--- src/rail_params.svh ---
// Register map, field positions and timing-free constants for the rail bank
`ifndef RAIL_PARAMS_SVH
`define RAIL_PARAMS_SVH

// Register addresses
`define RAIL3_VCODE_ADDR 8'h16
`define RAIL4_VCODE_ADDR 8'h17
`define RAIL3_CTL_ADDR 8'h5E
`define RAIL4_CTL_ADDR 8'h60
`define RAIL3_GRP_ADDR 8'hF0
`define RAIL4_GRP_ADDR 8'hF1

// Control register fields
`define CTL_EN_BIT 0
`define CTL_SEL_BIT 1
`define CTL_RESET 2'h0

// Voltage code field
`define VCODE_MSB 5
`define VCODE_RESET 6'h00
`define VCODE_MAX 6'h1A
`define VOUT_BASE_MV 12'h3E8
`define VOUT_STEP_MV 12'h019

// Sequencing register fields
`define GRP_MSB 5
`define GRP_TYPE_MSB 5
`define GRP_TYPE_LSB 4
`define GRP_GROUP_MSB 3
`define GRP_GROUP_LSB 0
`define GRP_RESET 6'h00
`define GROUP_LAST 4'hE

// Bus framing
`define BYTE_BITS 4'h8
`define BYTE_ZERO 8'h00
`define BIT_ONE 4'h1

`endif

--- src/rail_pkg.sv ---
// Types and shared arithmetic for the rail control bank
`include "rail_params.svh"
`default_nettype none

package rail_pkg;

    // Rail class as used by the power sequencer
    typedef enum logic [1:0] {
        CLASS_A = 2'b00,
        CLASS_U = 2'b01,
        CLASS_S = 2'b10,
        CLASS_SX = 2'b11
    } rail_class_t;

    // Serial slave protocol phases
    typedef enum logic [3:0] {
        ST_IDLE = 4'b0000,
        ST_ADDR = 4'b0001,
        ST_ADDR_ACK = 4'b0010,
        ST_PTR = 4'b0011,
        ST_PTR_ACK = 4'b0100,
        ST_WDATA = 4'b0101,
        ST_WDATA_ACK = 4'b0110,
        ST_RDATA = 4'b0111,
        ST_RDATA_ACK = 4'b1000
    } i2c_state_t;

    // Target output in millivolts for a voltage code
    function automatic logic [11:0] vcode_to_mv(input logic [5:0] code);
        vcode_to_mv = `VOUT_BASE_MV + 12'(code) * `VOUT_STEP_MV;
    endfunction : vcode_to_mv

endpackage : rail_pkg

`default_nettype wire

--- src/ldo_rail_control_regs.sv ---
// Serial register slave and register bank for two linear regulator rails
// How it works
// - Select bit 0: rail on/off follows the power sequencer request, inverted when SEQ_INVERT is set.
// - Select bit 1: rail follows the software enable bit only.
// - Control registers 0x5E, 0x60 reset 0x00; enable bit0, select bit1.
// - Voltage code registers at 0x16, 0x17, loaded from OTP after reset.
// - Target is 1000 mV plus 25 mV per code step, 0x1A is 1650 mV.
// - Sequencing registers at 0xF0, 0xF1, OTP loaded, type 5:4, group 3:0.
// - Type field 00 A, 01 U, 10 S, 11 SX for the sequencer.
// - Group field is a binary delay group number 0 to 14.
`include "rail_params.svh"
`default_nettype none

module ldo_rail_control_regs
    import rail_pkg::*;
#(
    parameter logic [6:0] DEVICE_ADDR = 7'h2A, // Arbitrary bus address
    parameter bit SEQ_INVERT = 1'b0
) (
    // Clock and reset
    input wire logic clock_i,
    input wire logic rstn_i,
    // Serial register bus pins, SDA open drain
    input wire logic scl_i,
    input wire logic sda_i,
    output logic sda_o,
    output logic sda_oe_o,
    // One-time-programmable defaults, sampled after reset release
    input wire logic [`VCODE_MSB:0] otp_rail3_vcode_i,
    input wire logic [`VCODE_MSB:0] otp_rail4_vcode_i,
    input wire logic [`GRP_MSB:0] otp_rail3_grp_i,
    input wire logic [`GRP_MSB:0] otp_rail4_grp_i,
    // Power sequencer requests
    input wire logic rail3_seq_on_i,
    input wire logic rail4_seq_on_i,
    // Rail 3 outputs
    output logic rail3_on_o,
    output logic [`VCODE_MSB:0] rail3_vcode_o,
    output logic [11:0] rail3_target_mv_o,
    output logic rail3_mv_in_range_o,
    output rail_class_t rail3_class_o,
    output logic [3:0] rail3_group_o,
    // Rail 4 outputs
    output logic rail4_on_o,
    output logic [`VCODE_MSB:0] rail4_vcode_o,
    output logic [11:0] rail4_target_mv_o,
    output logic rail4_mv_in_range_o,
    output rail_class_t rail4_class_o,
    output logic [3:0] rail4_group_o
);

    logic [1:0] rst_sync;
    logic rst_n;
    logic [2:0] scl_q;
    logic [2:0] sda_q;
    logic scl_f;
    logic sda_f;
    logic scl_prev;
    logic sda_prev;
    logic scl_rise;
    logic scl_fall;
    logic start_seen;
    logic stop_seen;
    i2c_state_t state;
    logic [3:0] bit_cnt;
    logic [7:0] rx_shift;
    logic [7:0] tx_shift;
    logic [7:0] reg_ptr;
    logic read_mode;
    logic master_nack;
    logic wr_en;
    logic [7:0] wr_addr;
    logic [7:0] wr_data;
    logic [7:0] rd_data;
    logic otp_done;
    logic [1:0] rail3_onoff_control;
    logic [1:0] rail4_onoff_control;
    logic [`GRP_MSB:0] rail3_sequence_group;
    logic [`GRP_MSB:0] rail4_sequence_group;

    // Reset released through two flops to avoid release races
    always_ff @(posedge clock_i or negedge rstn_i) begin
        if (!rstn_i) begin
            rst_sync <= 2'b00;
        end else begin
            rst_sync <= {rst_sync[0], 1'b1};
        end
    end
    assign rst_n = rst_sync[1];

    // Pin synchronisers; level taken only when stages two and three agree
    always_ff @(posedge clock_i or negedge rst_n) begin
        if (!rst_n) begin
            scl_q <= 3'b111;
            sda_q <= 3'b111;
            scl_f <= 1'b1;
            sda_f <= 1'b1;
            scl_prev <= 1'b1;
            sda_prev <= 1'b1;
        end else begin
            scl_q <= {scl_q[1:0], scl_i};
            sda_q <= {sda_q[1:0], sda_i};
            if (scl_q[1] == scl_q[2]) begin
                scl_f <= scl_q[2];
            end
            if (sda_q[1] == sda_q[2]) begin
                sda_f <= sda_q[2];
            end
            scl_prev <= scl_f;
            sda_prev <= sda_f;
        end
    end

    // Bus events on the filtered levels
    assign scl_rise = scl_f && !scl_prev;
    assign scl_fall = !scl_f && scl_prev;
    assign start_seen = scl_f && scl_prev && sda_prev && !sda_f;
    assign stop_seen = scl_f && scl_prev && !sda_prev && sda_f;

    // Read mux; unmapped addresses read zero, reserved bits too
    function automatic logic [7:0] read_reg(input logic [7:0] addr);
        case (addr)
            `RAIL3_CTL_ADDR: read_reg = {6'h00, rail3_onoff_control};
            `RAIL4_CTL_ADDR: read_reg = {6'h00, rail4_onoff_control};
            `RAIL3_VCODE_ADDR: read_reg = {2'h0, rail3_vcode_o};
            `RAIL4_VCODE_ADDR: read_reg = {2'h0, rail4_vcode_o};
            `RAIL3_GRP_ADDR: read_reg = {2'h0, rail3_sequence_group};
            `RAIL4_GRP_ADDR: read_reg = {2'h0, rail4_sequence_group};
            default: read_reg = `BYTE_ZERO;
        endcase
    endfunction : read_reg

    assign rd_data = read_reg(reg_ptr);

    // Open-drain data line only ever pulls low
    always_ff @(posedge clock_i or negedge rst_n) begin
        if (!rst_n) begin
            sda_o <= 1'b0;
        end else begin
            sda_o <= 1'b0;
        end
    end

    // Serial slave: address, pointer, auto-incrementing data bytes
    always_ff @(posedge clock_i or negedge rst_n) begin
        if (!rst_n) begin
            state <= ST_IDLE;
            bit_cnt <= 4'h0;
            rx_shift <= `BYTE_ZERO;
            tx_shift <= `BYTE_ZERO;
            reg_ptr <= `BYTE_ZERO;
            read_mode <= 1'b0;
            master_nack <= 1'b0;
            sda_oe_o <= 1'b0;
            wr_en <= 1'b0;
            wr_addr <= `BYTE_ZERO;
            wr_data <= `BYTE_ZERO;
        end else begin
            wr_en <= 1'b0;
            if (start_seen) begin
                state <= ST_ADDR;
                bit_cnt <= 4'h0;
                sda_oe_o <= 1'b0;
            end else if (stop_seen) begin
                state <= ST_IDLE;
                sda_oe_o <= 1'b0;
            end else if (scl_rise) begin
                case (state)
                    ST_ADDR, ST_PTR, ST_WDATA: begin
                        rx_shift <= {rx_shift[6:0], sda_f};
                        bit_cnt <= bit_cnt + `BIT_ONE;
                    end
                    ST_RDATA_ACK: begin
                        master_nack <= sda_f;
                    end
                    default: begin
                    end
                endcase
            end else if (scl_fall) begin
                case (state)
                    ST_ADDR: begin
                        if (bit_cnt == `BYTE_BITS) begin
                            if (rx_shift[7:1] == DEVICE_ADDR) begin
                                read_mode <= rx_shift[0];
                                sda_oe_o <= 1'b1;
                                state <= ST_ADDR_ACK;
                            end else begin
                                state <= ST_IDLE;
                            end
                        end
                    end
                    ST_ADDR_ACK: begin
                        bit_cnt <= 4'h0;
                        if (read_mode) begin
                            // First data bit goes out at once
                            sda_oe_o <= ~rd_data[7];
                            tx_shift <= {rd_data[6:0], 1'b0};
                            bit_cnt <= `BIT_ONE;
                            state <= ST_RDATA;
                        end else begin
                            sda_oe_o <= 1'b0;
                            state <= ST_PTR;
                        end
                    end
                    ST_PTR: begin
                        if (bit_cnt == `BYTE_BITS) begin
                            reg_ptr <= rx_shift;
                            sda_oe_o <= 1'b1;
                            state <= ST_PTR_ACK;
                        end
                    end
                    ST_WDATA: begin
                        if (bit_cnt == `BYTE_BITS) begin
                            wr_en <= 1'b1;
                            wr_addr <= reg_ptr;
                            wr_data <= rx_shift;
                            reg_ptr <= reg_ptr + 8'h01;
                            sda_oe_o <= 1'b1;
                            state <= ST_WDATA_ACK;
                        end
                    end
                    ST_PTR_ACK, ST_WDATA_ACK: begin
                        sda_oe_o <= 1'b0;
                        bit_cnt <= 4'h0;
                        state <= ST_WDATA;
                    end
                    ST_RDATA: begin
                        if (bit_cnt == `BYTE_BITS) begin
                            sda_oe_o <= 1'b0;
                            reg_ptr <= reg_ptr + 8'h01;
                            state <= ST_RDATA_ACK;
                        end else begin
                            sda_oe_o <= ~tx_shift[7];
                            tx_shift <= {tx_shift[6:0], 1'b0};
                            bit_cnt <= bit_cnt + `BIT_ONE;
                        end
                    end
                    ST_RDATA_ACK: begin
                        if (master_nack) begin
                            state <= ST_IDLE;
                        end else begin
                            sda_oe_o <= ~rd_data[7];
                            tx_shift <= {rd_data[6:0], 1'b0};
                            bit_cnt <= `BIT_ONE;
                            state <= ST_RDATA;
                        end
                    end
                    default: begin
                        state <= ST_IDLE;
                    end
                endcase
            end
        end
    end

    // OTP defaults captured once, the first cycle after reset release
    always_ff @(posedge clock_i or negedge rst_n) begin
        if (!rst_n) begin
            otp_done <= 1'b0;
        end else begin
            otp_done <= 1'b1;
        end
    end

    // Control registers; only enable and select bits are stored
    always_ff @(posedge clock_i or negedge rst_n) begin
        if (!rst_n) begin
            rail3_onoff_control <= `CTL_RESET;
            rail4_onoff_control <= `CTL_RESET;
        end else if (wr_en) begin
            if (wr_addr == `RAIL3_CTL_ADDR) begin
                rail3_onoff_control <= wr_data[1:0];
            end
            if (wr_addr == `RAIL4_CTL_ADDR) begin
                rail4_onoff_control <= wr_data[1:0];
            end
        end
    end

    // Voltage code registers; OTP load wins over a same-cycle write
    always_ff @(posedge clock_i or negedge rst_n) begin
        if (!rst_n) begin
            rail3_vcode_o <= `VCODE_RESET;
            rail4_vcode_o <= `VCODE_RESET;
        end else if (!otp_done) begin
            rail3_vcode_o <= otp_rail3_vcode_i;
            rail4_vcode_o <= otp_rail4_vcode_i;
        end else if (wr_en) begin
            if (wr_addr == `RAIL3_VCODE_ADDR) begin
                rail3_vcode_o <= wr_data[`VCODE_MSB:0];
            end
            if (wr_addr == `RAIL4_VCODE_ADDR) begin
                rail4_vcode_o <= wr_data[`VCODE_MSB:0];
            end
        end
    end

    // Sequencing registers; bits 7:6 are not stored
    always_ff @(posedge clock_i or negedge rst_n) begin
        if (!rst_n) begin
            rail3_sequence_group <= `GRP_RESET;
            rail4_sequence_group <= `GRP_RESET;
        end else if (!otp_done) begin
            rail3_sequence_group <= otp_rail3_grp_i;
            rail4_sequence_group <= otp_rail4_grp_i;
        end else if (wr_en) begin
            if (wr_addr == `RAIL3_GRP_ADDR) begin
                rail3_sequence_group <= wr_data[`GRP_MSB:0];
            end
            if (wr_addr == `RAIL4_GRP_ADDR) begin
                rail4_sequence_group <= wr_data[`GRP_MSB:0];
            end
        end
    end

    // Rail 3 selection and decode
    rail_select #(
        .SEQ_INVERT(SEQ_INVERT)
    ) rail3_sel (
        .clock_i(clock_i),
        .rst_n_i(rst_n),
        .source_select_i(rail3_onoff_control[`CTL_SEL_BIT]),
        .software_enable_i(rail3_onoff_control[`CTL_EN_BIT]),
        .vcode_i(rail3_vcode_o),
        .grp_i(rail3_sequence_group),
        .seq_on_i(rail3_seq_on_i),
        .rail_on_o(rail3_on_o),
        .target_mv_o(rail3_target_mv_o),
        .mv_in_range_o(rail3_mv_in_range_o),
        .class_o(rail3_class_o),
        .group_o(rail3_group_o)
    );

    // Rail 4 selection and decode
    rail_select #(
        .SEQ_INVERT(SEQ_INVERT)
    ) rail4_sel (
        .clock_i(clock_i),
        .rst_n_i(rst_n),
        .source_select_i(rail4_onoff_control[`CTL_SEL_BIT]),
        .software_enable_i(rail4_onoff_control[`CTL_EN_BIT]),
        .vcode_i(rail4_vcode_o),
        .grp_i(rail4_sequence_group),
        .seq_on_i(rail4_seq_on_i),
        .rail_on_o(rail4_on_o),
        .target_mv_o(rail4_target_mv_o),
        .mv_in_range_o(rail4_mv_in_range_o),
        .class_o(rail4_class_o),
        .group_o(rail4_group_o)
    );
endmodule : ldo_rail_control_regs

`default_nettype wire

--- src/rail_select.sv ---
// Per-rail on/off selection, target voltage and sequencing field decode
`include "rail_params.svh"
`default_nettype none

module rail_select
    import rail_pkg::*;
#(
    parameter bit SEQ_INVERT = 1'b0
) (
    // Clock and synchronised reset
    input wire logic clock_i,
    input wire logic rst_n_i,
    // Register fields
    input wire logic source_select_i,
    input wire logic software_enable_i,
    input wire logic [`VCODE_MSB:0] vcode_i,
    input wire logic [`GRP_MSB:0] grp_i,
    // Sequencer request, same clock domain
    input wire logic seq_on_i,
    // Rail outputs
    output logic rail_on_o,
    output logic [11:0] target_mv_o,
    output logic mv_in_range_o,
    output rail_class_t class_o,
    output logic [3:0] group_o
);

    // On/off source: software bit or sequencer request
    always_ff @(posedge clock_i or negedge rst_n_i) begin
        if (!rst_n_i) begin
            rail_on_o <= 1'b0;
        end else if (source_select_i) begin
            rail_on_o <= software_enable_i;
        end else begin
            rail_on_o <= seq_on_i ^ SEQ_INVERT;
        end
    end

    // Linear code to millivolt; codes past the table are flagged
    always_ff @(posedge clock_i or negedge rst_n_i) begin
        if (!rst_n_i) begin
            target_mv_o <= `VOUT_BASE_MV;
            mv_in_range_o <= 1'b1;
        end else begin
            target_mv_o <= vcode_to_mv(vcode_i);
            mv_in_range_o <= (vcode_i <= `VCODE_MAX);
        end
    end

    // Sequencing fields handed to the sequencer
    always_ff @(posedge clock_i or negedge rst_n_i) begin
        if (!rst_n_i) begin
            class_o <= CLASS_A;
            group_o <= 4'h0;
        end else begin
            class_o <= rail_class_t'(grp_i[`GRP_TYPE_MSB:`GRP_TYPE_LSB]);
            group_o <= grp_i[`GRP_GROUP_MSB:`GRP_GROUP_LSB];
        end
    end
endmodule : rail_select

`default_nettype wire

--- config.mk ---
export PLATFORM = sky130hd
export DESIGN_NAME = ldo_rail_control_regs
export DESIGN_NICKNAME = d
export VERILOG_FILES = /design/src/rail_pkg.sv /design/src/ldo_rail_control_regs.sv /design/src/rail_select.sv
export VERILOG_INCLUDE_DIRS = /design/src
export SDC_FILE = /design/constraint.sdc
export NUM_CORES = 1
export LEC_CHECK = 0
export BUFFER_PORTS_ARGS = -buffer_cell sky130_fd_sc_hd__buf_2
export CORE_UTILIZATION = 52
export DETAILED_ROUTE_END_ITERATION = 8
export GPL_TIMING_DRIVEN = 0
export PLACE_DENSITY = 0.76
export SYNTH_ARGS = -nofsm -noshare
export SYNTH_HDL_FRONTEND = slang
export SYNTH_SLANG_ARGS = --single-unit
--- constraint.sdc ---
create_clock -name clock_i -period 6.2 [get_ports clock_i]
set_input_delay 0.93 -clock clock_i [delete_from_list [all_inputs] [get_ports clock_i]]
set_output_delay 0.93 -clock clock_i [all_outputs]
set_load 0.005 [all_outputs]
# Yosys cells after proc, flatten, opt, wreduce, memory -nomap -nowiden
# Index checks and enable logic that the tools add are counted.
dict set report op_classes {
  addsub 4
  mul 2
  n_lt_le_gt_ge 2
  n_eq_ne 46
  mux 60
  n_bitwise 5
  n_reduce_logical 36
}
# op count
set op_table {}
lappend op_table {{2-to-1 mux 6 bit} 12}
lappend op_table {{2-to-1 mux 4 bit} 15}
lappend op_table {{2-to-1 mux 8 bit} 5}
lappend op_table {{one-hot mux 6 bit (6 select lines)} 1}
lappend op_table {{equality test 8 x 5 -> 1 bit (second input constant)} 4}
lappend op_table {{equality test 8 x 7 -> 1 bit (second input constant)} 4}
lappend op_table {{equality test 8 bit (second input constant)} 4}
lappend op_table {{!= test 4 bit (second input constant)} 8}
lappend op_table {{one-hot mux 4 bit (7 select lines)} 1}
lappend op_table {{adder 10 x 11 -> 12 bit (first input constant)} 2}
lappend op_table {{one-hot mux 8 bit (3 select lines)} 1}
lappend op_table {{multiplier 6 x 5 -> 11 bit (second input constant)} 2}
lappend op_table {{AND reduction 7 bit} 3}
lappend op_table {{2-to-1 mux 1 bit} 19}
lappend op_table {{AND reduction 6 bit} 3}
lappend op_table {{equality test 4 x 3 -> 1 bit (second input constant)} 4}
lappend op_table {{one-hot mux 4 bit (4 select lines)} 1}
lappend op_table {{one-hot mux 8 bit (2 select lines)} 1}
lappend op_table {{less-or-equal comparator 6 x 5 -> 1 bit (second input constant)} 2}
lappend op_table {{!= test 2 bit (second input constant)} 6}
lappend op_table {{AND reduction 2 bit} 6}
lappend op_table {{!= test 2 x 1 -> 1 bit (second input constant)} 5}
lappend op_table {{nonzero test 3 bit} 3}
lappend op_table {{adder 8 x 1 -> 8 bit (second input constant)} 1}
lappend op_table {{22 further kinds} 42}
dict set report totals {
  register_bits 131
  input_bits 30
  output_inout_bits 54
  elab_cells 190
}

# Logic depth before layout (Yosys ltp)
# Gate-level depths: netlist (run 1).
dict set report depth {
  ltp_word 8
  depth_mapped 13
  mapped_depth_nobuf 13
}

# By module
# A second synthesis (run 1) with hierarchy kept.
dict set report unflattened {
  hier_cells 664
  area_unflattened_um2 7074.3
}
# module instances cells_per_inst area_per_inst_um2 seq_area_each_um2
set modules_own_cells {}
lappend modules_own_cells {ldo_rail_control_regs 1 462 4708.3 2264.7}
lappend modules_own_cells {{rail_select (rail3_sel)} 1 107 1213.7 509.2}
lappend modules_own_cells {{rail_select (rail4_sel)} 1 95 1152.4 509.2}

# Worst setup path after synthesis (run 1)
# No wires, ideal clock.
dict set report synth_timing {
  kind {register to register}
  from {register rail4_vcode_o[1]}
  to {register rail4_sel.target_mv_o[11]}
  setup_time_ps 79
  t_arrival_ps 2996
  t_required_ps 6121
  path_slack_ps 3125
  path_stages_with_launch 13
  path_buffers 0
  synth_period_minus_slack_ps 3075
  path_cell_list {dfrtp_1 -> inv_1 -> ha_1 -> fa_1 -> inv_1 -> ha_1 -> ha_1 -> fa_1 -> a21o_1 -> a21oi_1 -> o21bai_1 -> a21oi_1 -> xor2_1}
}
dict set report synth_between {
  elab_chain_cells 2
}
# item line
set synth_rtl {}
lappend synth_rtl {{from (decl)} ldo_rail_control_regs.sv:45} ;# output logic [`VCODE_MSB:0] rail4_vcode_o,
lappend synth_rtl {{from (signal assigned)} ldo_rail_control_regs.sv:284} ;# rail4_vcode_o <= `VCODE_RESET;
lappend synth_rtl {{from (signal assigned)} ldo_rail_control_regs.sv:287} ;# rail4_vcode_o <= otp_rail4_vcode_i;
lappend synth_rtl {{from (signal assigned)} ldo_rail_control_regs.sv:293} ;# rail4_vcode_o <= wr_data[`VCODE_MSB:0];
lappend synth_rtl {{multiplier 6 x 5 -> 11 bit (no source line)} --}
lappend synth_rtl {{adder 10 x 11 -> 12 bit (no source line)} --}
lappend synth_rtl {{to (signal assigned)} rail_select.sv:42} ;# target_mv_o <= `VOUT_BASE_MV;
lappend synth_rtl {{to (signal assigned)} rail_select.sv:45} ;# target_mv_o <= vcode_to_mv(vcode_i);
lappend synth_rtl {{to (decl)} rail_select.sv:22} ;# output logic [11:0] target_mv_o,
# No other way between the ends.
# A chain may end at the register's enable or synchronous reset.

# Final worst setup path (run 1)
dict set report layout_timing {
  from {register rail3_vcode_o[1]}
  to {register rail3_sel.target_mv_o[11]}
}
dict set report layout_between {
  elab_chain_cells 2
}
# item line
set layout_rtl {}
lappend layout_rtl {{from (decl)} ldo_rail_control_regs.sv:38} ;# output logic [`VCODE_MSB:0] rail3_vcode_o,
lappend layout_rtl {{from (signal assigned)} ldo_rail_control_regs.sv:283} ;# rail3_vcode_o <= `VCODE_RESET;
lappend layout_rtl {{from (signal assigned)} ldo_rail_control_regs.sv:286} ;# rail3_vcode_o <= otp_rail3_vcode_i;
lappend layout_rtl {{from (signal assigned)} ldo_rail_control_regs.sv:290} ;# rail3_vcode_o <= wr_data[`VCODE_MSB:0];
lappend layout_rtl {{multiplier 6 x 5 -> 11 bit (no source line)} --}
lappend layout_rtl {{adder 10 x 11 -> 12 bit (no source line)} --}
lappend layout_rtl {{to (signal assigned)} rail_select.sv:42}
lappend layout_rtl {{to (signal assigned)} rail_select.sv:45}
lappend layout_rtl {{to (decl)} rail_select.sv:22}
# No other way between the ends.

==> results of run 1 <==
==> sequential cells by signal (all words and copies together) (netlist names), 6 cells and up <==
register / count
rail3_sequence_group: 6
wr_data: 6
rx_shift: 8
rail4_sel.target_mv_o: 12
rail3_vcode_o: 6
wr_addr: 8
tx_shift: 7
rail4_vcode_o: 6
rail4_sequence_group: 6
reg_ptr: 8
rail3_sel.target_mv_o: 12
==> per-stage QoR <==
stage	hold slack, ps	instances
detailed placement	343	905
global placement	337	904
CTS	269	937
finish	285	937
floorplan	331	650
global route	268	937
==> how the worst min path moves through the flow <==
stage | endpoint | slack, ps | cells after the start
floorplan | rst_sync[1] | 330 | 0
global placement | rst_sync[1] | 340 | 0
detailed placement | rst_sync[1] | 340 | 0
CTS | rst_sync[1] | 270 | 1
global route | rst_sync[1] | 270 | 1
finish | rst_sync[1] | 280 | 1
==> area by class of cell <==
class,count,share of cell area (%)
Buffer,25,1.42
Clock buffer,24,5.87
Clock inverter,8,1.25
Inverter,61,2.79
Multi-Input combinational cell,434,40.7
Sequential cell,130,40.0
Tap cell,172,2.62
Timing Repair Buffer,83,5.33
==> cell families after synthesis <==
group / Yosys count
simple gates: 152
other cells: 2
mux: 55
xor+xnor: 13
flops: 130
buf+inv: 86
compound gates: 143
fa+ha+maj: 68
==> worst register-to-register path, stage by stage, from the launching register on <==
cell,delay [ps]
dfrtp_1,560
inv_1,110
ha_1,300
inv_1,70
fa_1,430
ha_1,310
ha_1,210
inv_1,70
fa_1,210
nor2b_1,60
o21ai_0,200
a21boi_0,180
or4_1,500
nand3_1,90
==> report_power, final <==
group          leakage [nW]  switching, mW  total, mW  internal [mW]
Clock                 0.280          0.362      0.985          0.623
Sequential             1.55         0.0975       1.10           1.00
Combinational          2.07          0.285      0.546          0.260
==> placed cells by master (no fill, tap or decap), drive strengths merged, types with 5 or more instances in the layout <==
cell,instances
a21oi,43
a22oi,13
buf,89
clkbuf,43
dfrtp,106
dfstp,24
fa,6
ha,60
inv,61
mux2,28
mux2i,27
nand2,38
nand2b,5
nand3,20
nand4,5
nor2,41
nor2b,7
nor3,7
o211ai,5
o21ai,29
o22ai,5
xnor2,8
xor2,5
==> metal layers <==
layer	track usage, %	wire [um]	vias to the layer above	share of wire (%)
met1	31.9	6900	2657	43
met2	41.5	8080	165	50
li1	-	-	2507	-
met3	6.88	880	26	5.5
met5	0	0	-	0
met4	8.09	251	0	1.6
==> results.txt, run 1 <==
- Of the total synthesized cell area, the portion taken by AND, OR, NAND and NOR gates is around 11%.
- Endpoints failing setup: 0
- Residual antenna-violating net count after detailed routing: 0
* Root buf cell: clkbuf_16
- For this design, the slowest cell found on the critical path is dfrtp_1.
- Cts hold-fix bufs: 0
- The synthesized netlist devotes under 10% of its cell area to XOR and XNOR gates.
- Input/output buffers: 82
- The die covers 13900 um2.
- Storage element area: around 3300 um2
* Initial Utilization: 54.3%
* Worst-case register-to-register setup slack: roughly 2800 ps
- In this run the worst setup path begins at rail3_vcode_o[1].
* Number of cells on the worst reg-to-reg path: 13
* Number of endpoints with negative hold slack in the final report: 0
- Compared with the post-synthesis result, the final layout area differs by 17.9%.
* Adder-cell share of the synthesized area: 12.8%
- The worst pin sits at a relative slew slack of 46.6%.
- During synthesis, Yosys emitted a total of 0 warnings.
* Wire length of the first global-routing pass: 27.2 mm
- The wire-length estimate of the detail-placed layout is around 12 mm.
- Core box area: 12800 um2
- Post-synthesis instance area: 6960 um2
* Top-count cell post-synth: dfrtp_1
- Power Density: 320 nW/um2
- Sequential cells were found to cover 47.1% of the synthesized design area.
* Most numerous cell types in the synthesized netlist: 106 x dfrtp_1, 61 x inv_1, 60 x ha_1
- Pin count of the biggest net entering global routing: 76
* Area used by multi-input combinational logic: 3340 um2
- Measured on the finished design, the core utilization comes to 64.0%.
- At the worst endpoint, the required time is approximately 6600 ps.
- Number of buffers created by CTS: 17
- The post-route netlist has a little under a quarter of its cells at a drive strength greater than 1.
- Final Wtd Congestion: 0.897
- Global routing finished with a remaining overflow of 0.
- In the synthesized netlist the dominant register cell turns out to be dfrtp_1.
- Largest stage delay, worst path: around 560 ps
- Synth top area share: 38.1%
* Total Neg Setup Slack: 0 ps
- The first routing iteration left 453 violations.
- Kind of launch point of the worst setup path: flip-flop
- Status: finished clean
- Cell type contributing the most total cell area after synthesis: dfrtp_1
- WL final: 16.1 mm
- # clock sinks: 130
* Type of the worst setup path: reg2reg
- Net count, final: 848
- Bufs on Longest Clock Path: 2
- Count of different cell masters after synthesis: slightly above 70
* Mux share of post-synthesis cell area: 8.41%
* Detailed-route via count: 5355
* TritonCTS clock tree: yes
- Setup WS post-layout: 2840 ps
- Yosys attributes the largest share of cell area to dfrtp_1 38%, ha_1 11%, dfstp_2 9.1%.
- Post-CTS Setup Bufs: 0
- Type of element capturing the critical path: flip-flop
* Number of levels in the clock H-tree: 4
- Maximum clock frequency: 0.297 GHz
* Beginning of the worst register-to-register path: rail3_vcode_o[1]
- Seq cells post-synth: 130
- Fill cell total of the finished layout: 1030
- Number of maximum-capacitance violations: 0
- DRC viols: 0
- Share of flip-flops with an asynchronous set or reset: between 90% and 100%
- OpenSTA, run right after detailed placement, puts the worst setup slack at 2840 ps.
* Die Wd: approximately 120 um
- Actual slew at the worst max-slew pin: roughly 800 ps
- Global-route usage over all layers: 25.1%
- On the final layout, the worst clock skew is about 8.7 ps.
- The synthesized netlist devotes 13.5% of its cell area to compound gates.
- Dominant combinational cell family by area after synthesis: compound AO/OA/AOI/OAI gates
* Capture instance of the worst register-to-register path: rail3_sel.target_mv_o[11]
* Static Leak: 3.90 nW
- Counting buffers and inverters, the worst setup path is 13 cells deep.
* Wire per inst: roughly 17 um
- Post-Syn Instances: 649
- After detailed placement, the total cell area comes to 7620 um2.
- The number of global-route vias before repair came to 5414.
* Number of placement rows: around 40
- EDFF count, synth: 0
* Data arrival time at the worst-slack endpoint: 3720 ps
* Worst ir drop on vdd: approximately 0.22 mV
- Total I/O pin count: 84
- Number of buffer and inverter stages on the critical path: 3
- Summing internal, switching and leakage power gives ~2.6 mW.
- 0 antenna diodes ended up in the layout.
* Per-cell via count in the routed design: 5.72
- The min-delay analysis places its worst path in the category in2async.
* Crit-path max FO: 9
* Height of the chip: about 120 um
- Count of final max-slew check failures: 0
- After clock tree synthesis, the repair step resized 0 gates.
- Following the worst setup path forward leads to its endpoint at rail3_sel.target_mv_o[11].
- Per-instance average area after synthesis: between 10 and 15 um2
- The signal on the critical path passes through inv_1 > ha_1 > inv_1 > fa_1 > ha_1 > ha_1 > inv_1 > fa_1 > nor2b_1 > o21ai_0 > a21boi_0 > or4_1 > nand3_1.
- Setup repair after global routing left no endpoint under its margin.
- The worst path uses 54.2% of the clock period.
* Number of optimization iterations in the first detailed-route pass: 5
- Kind of cell with the highest combined delay on the critical path: adder cells
- Finished layout cell area: 8210 um2
- The initial antenna violation count is 0.
* Worst-Skew Late Latency: about 420 ps
- Time the final worst path needs with I/O delays and setup: 3360 ps
- Clock slew at reported path FFs: 60 ps
(Power assumes the default switching activity.)
==> inputs of run 2 (changes only) <==
- clock period: 6.2 -> 3.4 ns (I/O delays scaled with it)
==> results.txt, run 2 (synthesis gave the netlist of run 1 again) <==
* Type of element capturing the critical path: flip-flop
- In this run the critical register-to-register path is captured at rail4_sel.target_mv_o[11].
* Die Wd: 118 um
* Root buf cell: clkbuf_16
- Relative to the synthesized area, the layout overhead comes to 19.0%.
- The number of max-slew violations in the final report was 0.
* Fraction of the cycle the final worst path needs: between 90% and 100%
- The post-route netlist has 25.4% of its cells at a drive strength greater than 1.
- Detailed router's first-iteration violation count: 431
* Global-route congestion overflow total: 0
* Wire per inst: 17.4 um
- Total Neg Setup Slack: 0 ps
* Height of the chip: about 120 um
* Critical path required time: 3740 ps
- Clock skew on the completed layout was measured at 7.11 ps.
* Number of placement rows: 41
- Status: finished clean
* Actual slew at the worst max-slew pin: 799 ps
* Bufs on Longest Clock Path: 2
- Detailed-route via count: 5409
- Fill cell total of the finished layout: 1023
- TritonCTS clock tree: yes
- Kind of launch point of the worst setup path: flip-flop
- Power spread over the standard cell area amounts to slightly below 600 nW/um2.
- Worst-case register-to-register setup slack: 210 ps
* Per-cell via count in the routed design: approximately 5.7
* Top Registers: rail3_sel.target_mv_o: 12 flops, rail4_sel.target_mv_o: 12 flops
- WL final: 16.4 mm
* Pin count of the biggest net entering global routing: 72
- Static timing analysis puts the maximum clock frequency at 0.314 GHz.
- Worst-Skew Late Latency: between 400 and 500 ps
- The first detailed-routing pass took 8 iterations.
- Setup violations remaining at the end of the flow were counted as 0.
- VDD sags by at most 0.330 mV.
* # clock sinks: between 100 and 150
* Number of endpoints with negative hold slack in the final report: 0
- The most critical setup path has its startpoint at rail4_vcode_o[2].
* Number of antenna diodes: 0
- Wire length of the first global-routing pass: between 20 and 30 mm
- In this run the critical register-to-register path is launched from rail4_vcode_o[2].
* Capture point of the critical path: rail4_sel.target_mv_o[11]
- Data arrival time at the worst-slack endpoint: 3530 ps
- The worst setup path is of the reg2reg kind.
- The congestion estimate from routability-driven global placement came to around 0.89.
- Residual antenna-violating net count after detailed routing: 0
- Number of buffers created by CTS: 17
- Setup WS post-layout: 212 ps
- DRC viols: 0
- Core box area: 12800 um2
* Clock slew at reported path FFs: 60 ps
- The initial antenna violation count came to 0.
- Global-route usage over all layers: about a quarter
- Setup repair after global routing left no endpoint under its margin.
* Net count, final: 854
- Die ar.: 13900 um2
- Number of cells on the worst reg-to-reg path: 12
- At the placement stage, the worst setup path has a slack of 24.7 ps.
- Fin util: 64.6%
- For this configuration, the core starts out at a cell density of 54.3%.
* Crit-path max FO: 6
- Commonest cells after routing, fill and taps aside: 101 x dfrtp_1, 85 x buf_2, 61 x inv_1
* Input/output buffers: 82
- The library cell used most frequently in the layout, excluding fill and tap cells, is dfrtp_1.
- Vias in the first global route: 5387
* Number of levels in the clock H-tree: 4
- The worst hold path belongs to the class in2reg.
* Static Leak: 3.94 nW
- Number of maximum-capacitance violations: 0
* Placed wire-length estimate: ~12 mm
- Max-Slew Margin vs Limit: between 40% and 50%
* Total I/O pin count: 84
* Time the final worst path needs with I/O delays and setup: around 3200 ps
[run 2: how the worst min path moves through the flow]
stage / endpoint / start / depth (start not counted) / slack (ps)
final: sda_q[0] / sda_i / 1 / 180
after floorplan: rst_sync[0] / rstn_i / 0 / 210
after global placement: rst_sync[0] / rstn_i / 1 / 290
after global routing: scl_q[0] / scl_i / 1 / 160
after detailed placement: rst_sync[0] / rstn_i / 1 / 300
after CTS: sda_q[0] / sda_i / 1 / 170
[run 2: critical path, cell delays in order (launching register included)]
cell,delay (ps)
dfrtp_2,450
inv_1,130
ha_1,260
fa_1,510
inv_1,50
ha_1,290
ha_1,220
fa_1,400
a21o_1,210
a21oi_2,180
o21bai_1,80
a21oi_1,170
xor2_1,160
[run 2: area by class of cell]
class | count | area [um2] | area share [%]
inverter | 61 | 229 | 2.76
tap | 172 | 215 | 2.60
clock inverter | 10 | 91.3 | 1.10
timing repair buffer | 89 | 485 | 5.86
buffer | 25 | 116 | 1.40
clock buffer | 22 | 517 | 6.23
sequential | 130 | 3290 | 39.7
multi-input combinational | 434 | 3340 | 40.3
[run 2: per-layer routing]
metal / track usage (%) / vias to the layer above / wire length, um / share of wire, %
met4: 9.54 / 0 / 344 / 2.1
met1: 32.0 / 2681 / 6960 / 42
met2: 40.3 / 187 / 8150 / 50
met3: 6.35 / 33 / 1000 / 6.1
li1: - / 2508 / - / -
met5: 0 / - / 0 / 0
[run 2: stage by stage]
stage	instance area, um2	power [mW]	cells	hold WS (ps)
final	8290	4.87	943	184
after floorplan	6970	2.66	650	214
after CTS	8240	4.89	938	171
after global placement	7590	2.98	904	295
after detailed placement	7620	3.03	905	298
after global routing	8290	5.13	943	164
[run 2: timing repair]
item	4_1_cts	5_1_grt
setup endpoints to repair	1	2
hold buffers	1	0
hold endpoints to repair	2	0
setup buffers	0	5
gates resized for setup	1	6
[run 2: power breakdown]
part	switching (mW)	internal, mW
clock network	0.691	1.15
registers	0.176	1.82
logic	0.538	0.488
==> inputs of run 3 (changes only) <==
- CORE_ASPECT_RATIO: not set -> 0.9
==> results.txt, run 3 (synthesis gave the netlist of run 1 again) <==
* Maximum clock frequency: 0.311 GHz
- The clock reaches the later pin of the worst-skew pair after about 420 ps.
- After layout, the worst setup slack is 186 ps.
- Global-route usage over all layers: between 20 and 30%
- Final total power: 4.94 mW
- The finished cells cover 8350 um2.
* Pin count of the biggest net entering global routing: 66
- After layout, the worst path uses 94.5% of the clock period.
- The number of max-slew violations in the final report was 0.
* Status: finished clean
- During I/O placement, the number of pins put on the boundary was between 80 and 90.
- In this run the remaining antenna-violating nets after routing total 0.
- No sink is reached through more buffers than the 2 on the longest clock path.
- STA classifies the critical path endpoint as a flip-flop.
- Fin util: 64.9%
- Per-cell via count in the routed design: 5.82
- Across the run, the number of max-cap violations was 0.
- For the final database, setup skew stands at 9.51 ps.
* Number of antenna diodes: 0
* Wire length of the first global-routing pass: 27.2 mm
- Wire per inst: ~17 um
- The worst setup path is launched from a flip-flop.
- Top Registers: rail3_sel.target_mv_o: 12 flops, rail4_sel.target_mv_o: 12 flops
- Global-route congestion overflow total: 0
- Instance area after placement: 7640 um2
- DRC viols: 0
* Number of optimization iterations in the first detailed-route pass: 5
- For the worst setup path, the data required time is ~3700 ps.
- Traced cell by cell, the critical path runs through inv_1 > ha_1 > fa_1 > inv_1 > ha_1 > ha_1 > fa_1 > a21o_1 > a21oi_2 > o21bai_1 > a21oi_2 > xor2_1.
- Height of the chip: 112 um
- In this run the number of H-tree levels came out at 4.
- Worst hold slack: 169 ps
- Net count, final: 858
- For this design, the slowest cell found on the critical path is fa_1.
- Largest stage delay, worst path: 510 ps
* Detailed router's first-iteration violation count: 406
- Commonest cells after routing, fill and taps aside: 101 x dfrtp_1, 85 x buf_2, 61 x inv_1
- TritonCTS built the clock tree.
- Number of placement rows: 39
- Clock-pin slew was measured on the worst setup and hold paths at 60 ps.
- Buffers placed on the I/O ports in this run total between 80 and 90.
- Placed wire-length estimate: 11.8 mm
* Number of endpoints with negative hold slack in the final report: 0
- # clock sinks: 130
- The library cell used most frequently in the layout, excluding fill and tap cells, is dfrtp_1.
* Detailed-route via count: ~5500
- Static Leak: 3.97 nW
- From left edge to right edge, the die measures roughly 120 um.
* Core box area: approximately 13000 um2
- Dividing total power by cell area gives a power density of 591 nW/um2.
- Fraction of final layout cells with drive strength greater than 1: 25.9%
- Crit-path max FO: 6
- Measured against its own limit, the worst slew margin works out to 51.1%.
- Final Wtd Congestion: between 0.8 and 0.9
- For the worst setup path, the data arrival time is between 3000 and 4000 ps.
- Die ar.: approximately 14000 um2
* WL final: ~16 mm
- Number of buffers created by CTS: 17
* Place WS: -67.1 ps
* Worst ir drop on vdd: 0.376 mV
- Endpoints failing setup: 0
- The setup path with the least slack is of type reg2reg.
- From synthesis to final layout, the design area changed by 20.0%.
- The initial utilization of the core area, before any placement, comes to about 54%.
* Class of the worst hold path: reg2async
- Actual slew at the worst max-slew pin: slightly above 700 ps
* Most used cell along the critical path: ha_1
- The clock period could shrink to 3210 ps.
- Setup repair after global routing left no endpoint under its margin.
- Initial antenna violation count: 0
- Root buf cell: clkbuf_16
* Vias in the first global route: between 5000 and 6000
==> run 3: changes by cell type in the layout (fill, tap and decap cells not counted) <==
cell        previous run  this run
inv_6                  2         1
clkbuf_16             19        21
buf_16                 1         2
clkbuf_8               3         1
clkinvlp_4             1         3
inv_4                  2         0
buf_4                  6         9
clkinv_2               3         4
a21oi_1               42        41
a21oi_2                1         2
==> run 3: cell type report <==
type | count | area [um2]
plain buffers | 25 | 116
clock buffers | 22 | 539
clock inverters | 10 | 90.1
fillers | 977 | 4530
inverters | 61 | 229
multi-input cells | 434 | 3350
flip-flops and latches | 130 | 3290
well taps | 164 | 205
repair buffers | 93 | 536
==> run 3: final timing paths <==
| path | startpoint | end | slack, ps | cells past startpoint |
|---|---|---|---|---|
| min | rst_sync[1] | rail3_sel.target_mv_o[1] | 170 | 0 |
| max reg2reg | rail4_vcode_o[2] | rail4_sel.target_mv_o[11] | 190 | 12 |
| min reg2reg | rst_sync[1] | rail3_sel.target_mv_o[1] | 170 | 0 |
| max | rail4_vcode_o[2] | rail4_sel.target_mv_o[11] | 190 | 12 |
| min in group clock_i | sda_i | sda_q[0] | 190 | 1 |
| max in group asynchronous | rst_sync[1] | rail4_sel.target_mv_o[9] | 2320 | 2 |
==> run 3: what timing repair did <==
| item | 4_1_cts | 5_1_grt |
|---|---|---|
| setup endpoints to repair | 2 | 2 |
| gates resized for setup | 2 | 6 |
| buffers inserted | 0 | 8 |
| hold endpoints to repair | 2 | 0 |
| hold buffers | 1 | 0 |
==> run 3: power by group <==
part           total, mW  internal [mW]  switching, mW
logic               1.06          0.498          0.559
clock network       1.89           1.20          0.687
registers           2.00           1.82          0.172
total               4.94           3.52           1.42
==> run 3: per-layer routing <==
layer / routed length (um) / vias up / part of all wire [%] / track usage (%)
met1: 6940 / 2700 / 42 / 33.2
li1: - / 2516 / - / -
met4: 383 / 0 / 2.3 / 10.3
met5: 0 / - / 0 / 0
met3: 1020 / 40 / 6.2 / 5.64
met2: 8020 / 212 / 49 / 41.3
==> run 3: through the flow <==
step	instances	setup TNS (ps)
2_1_floorplan	650	0
3_3_place_gp	896	0
3_5_place_dp	898	-67.1
4_1_cts	931	0
5_1_grt	939	0
6_report	939	0
==> run 3: worst max-delay path, delay by kind of cell, from the launching register on <==
family	cells	cell delay [ps]
buffers and inverters	2	160
xor gates and xnor gates	1	160
DFF	1	450
AOI/OAI and AO/OA	4	650
adders and majority gates	5	1710
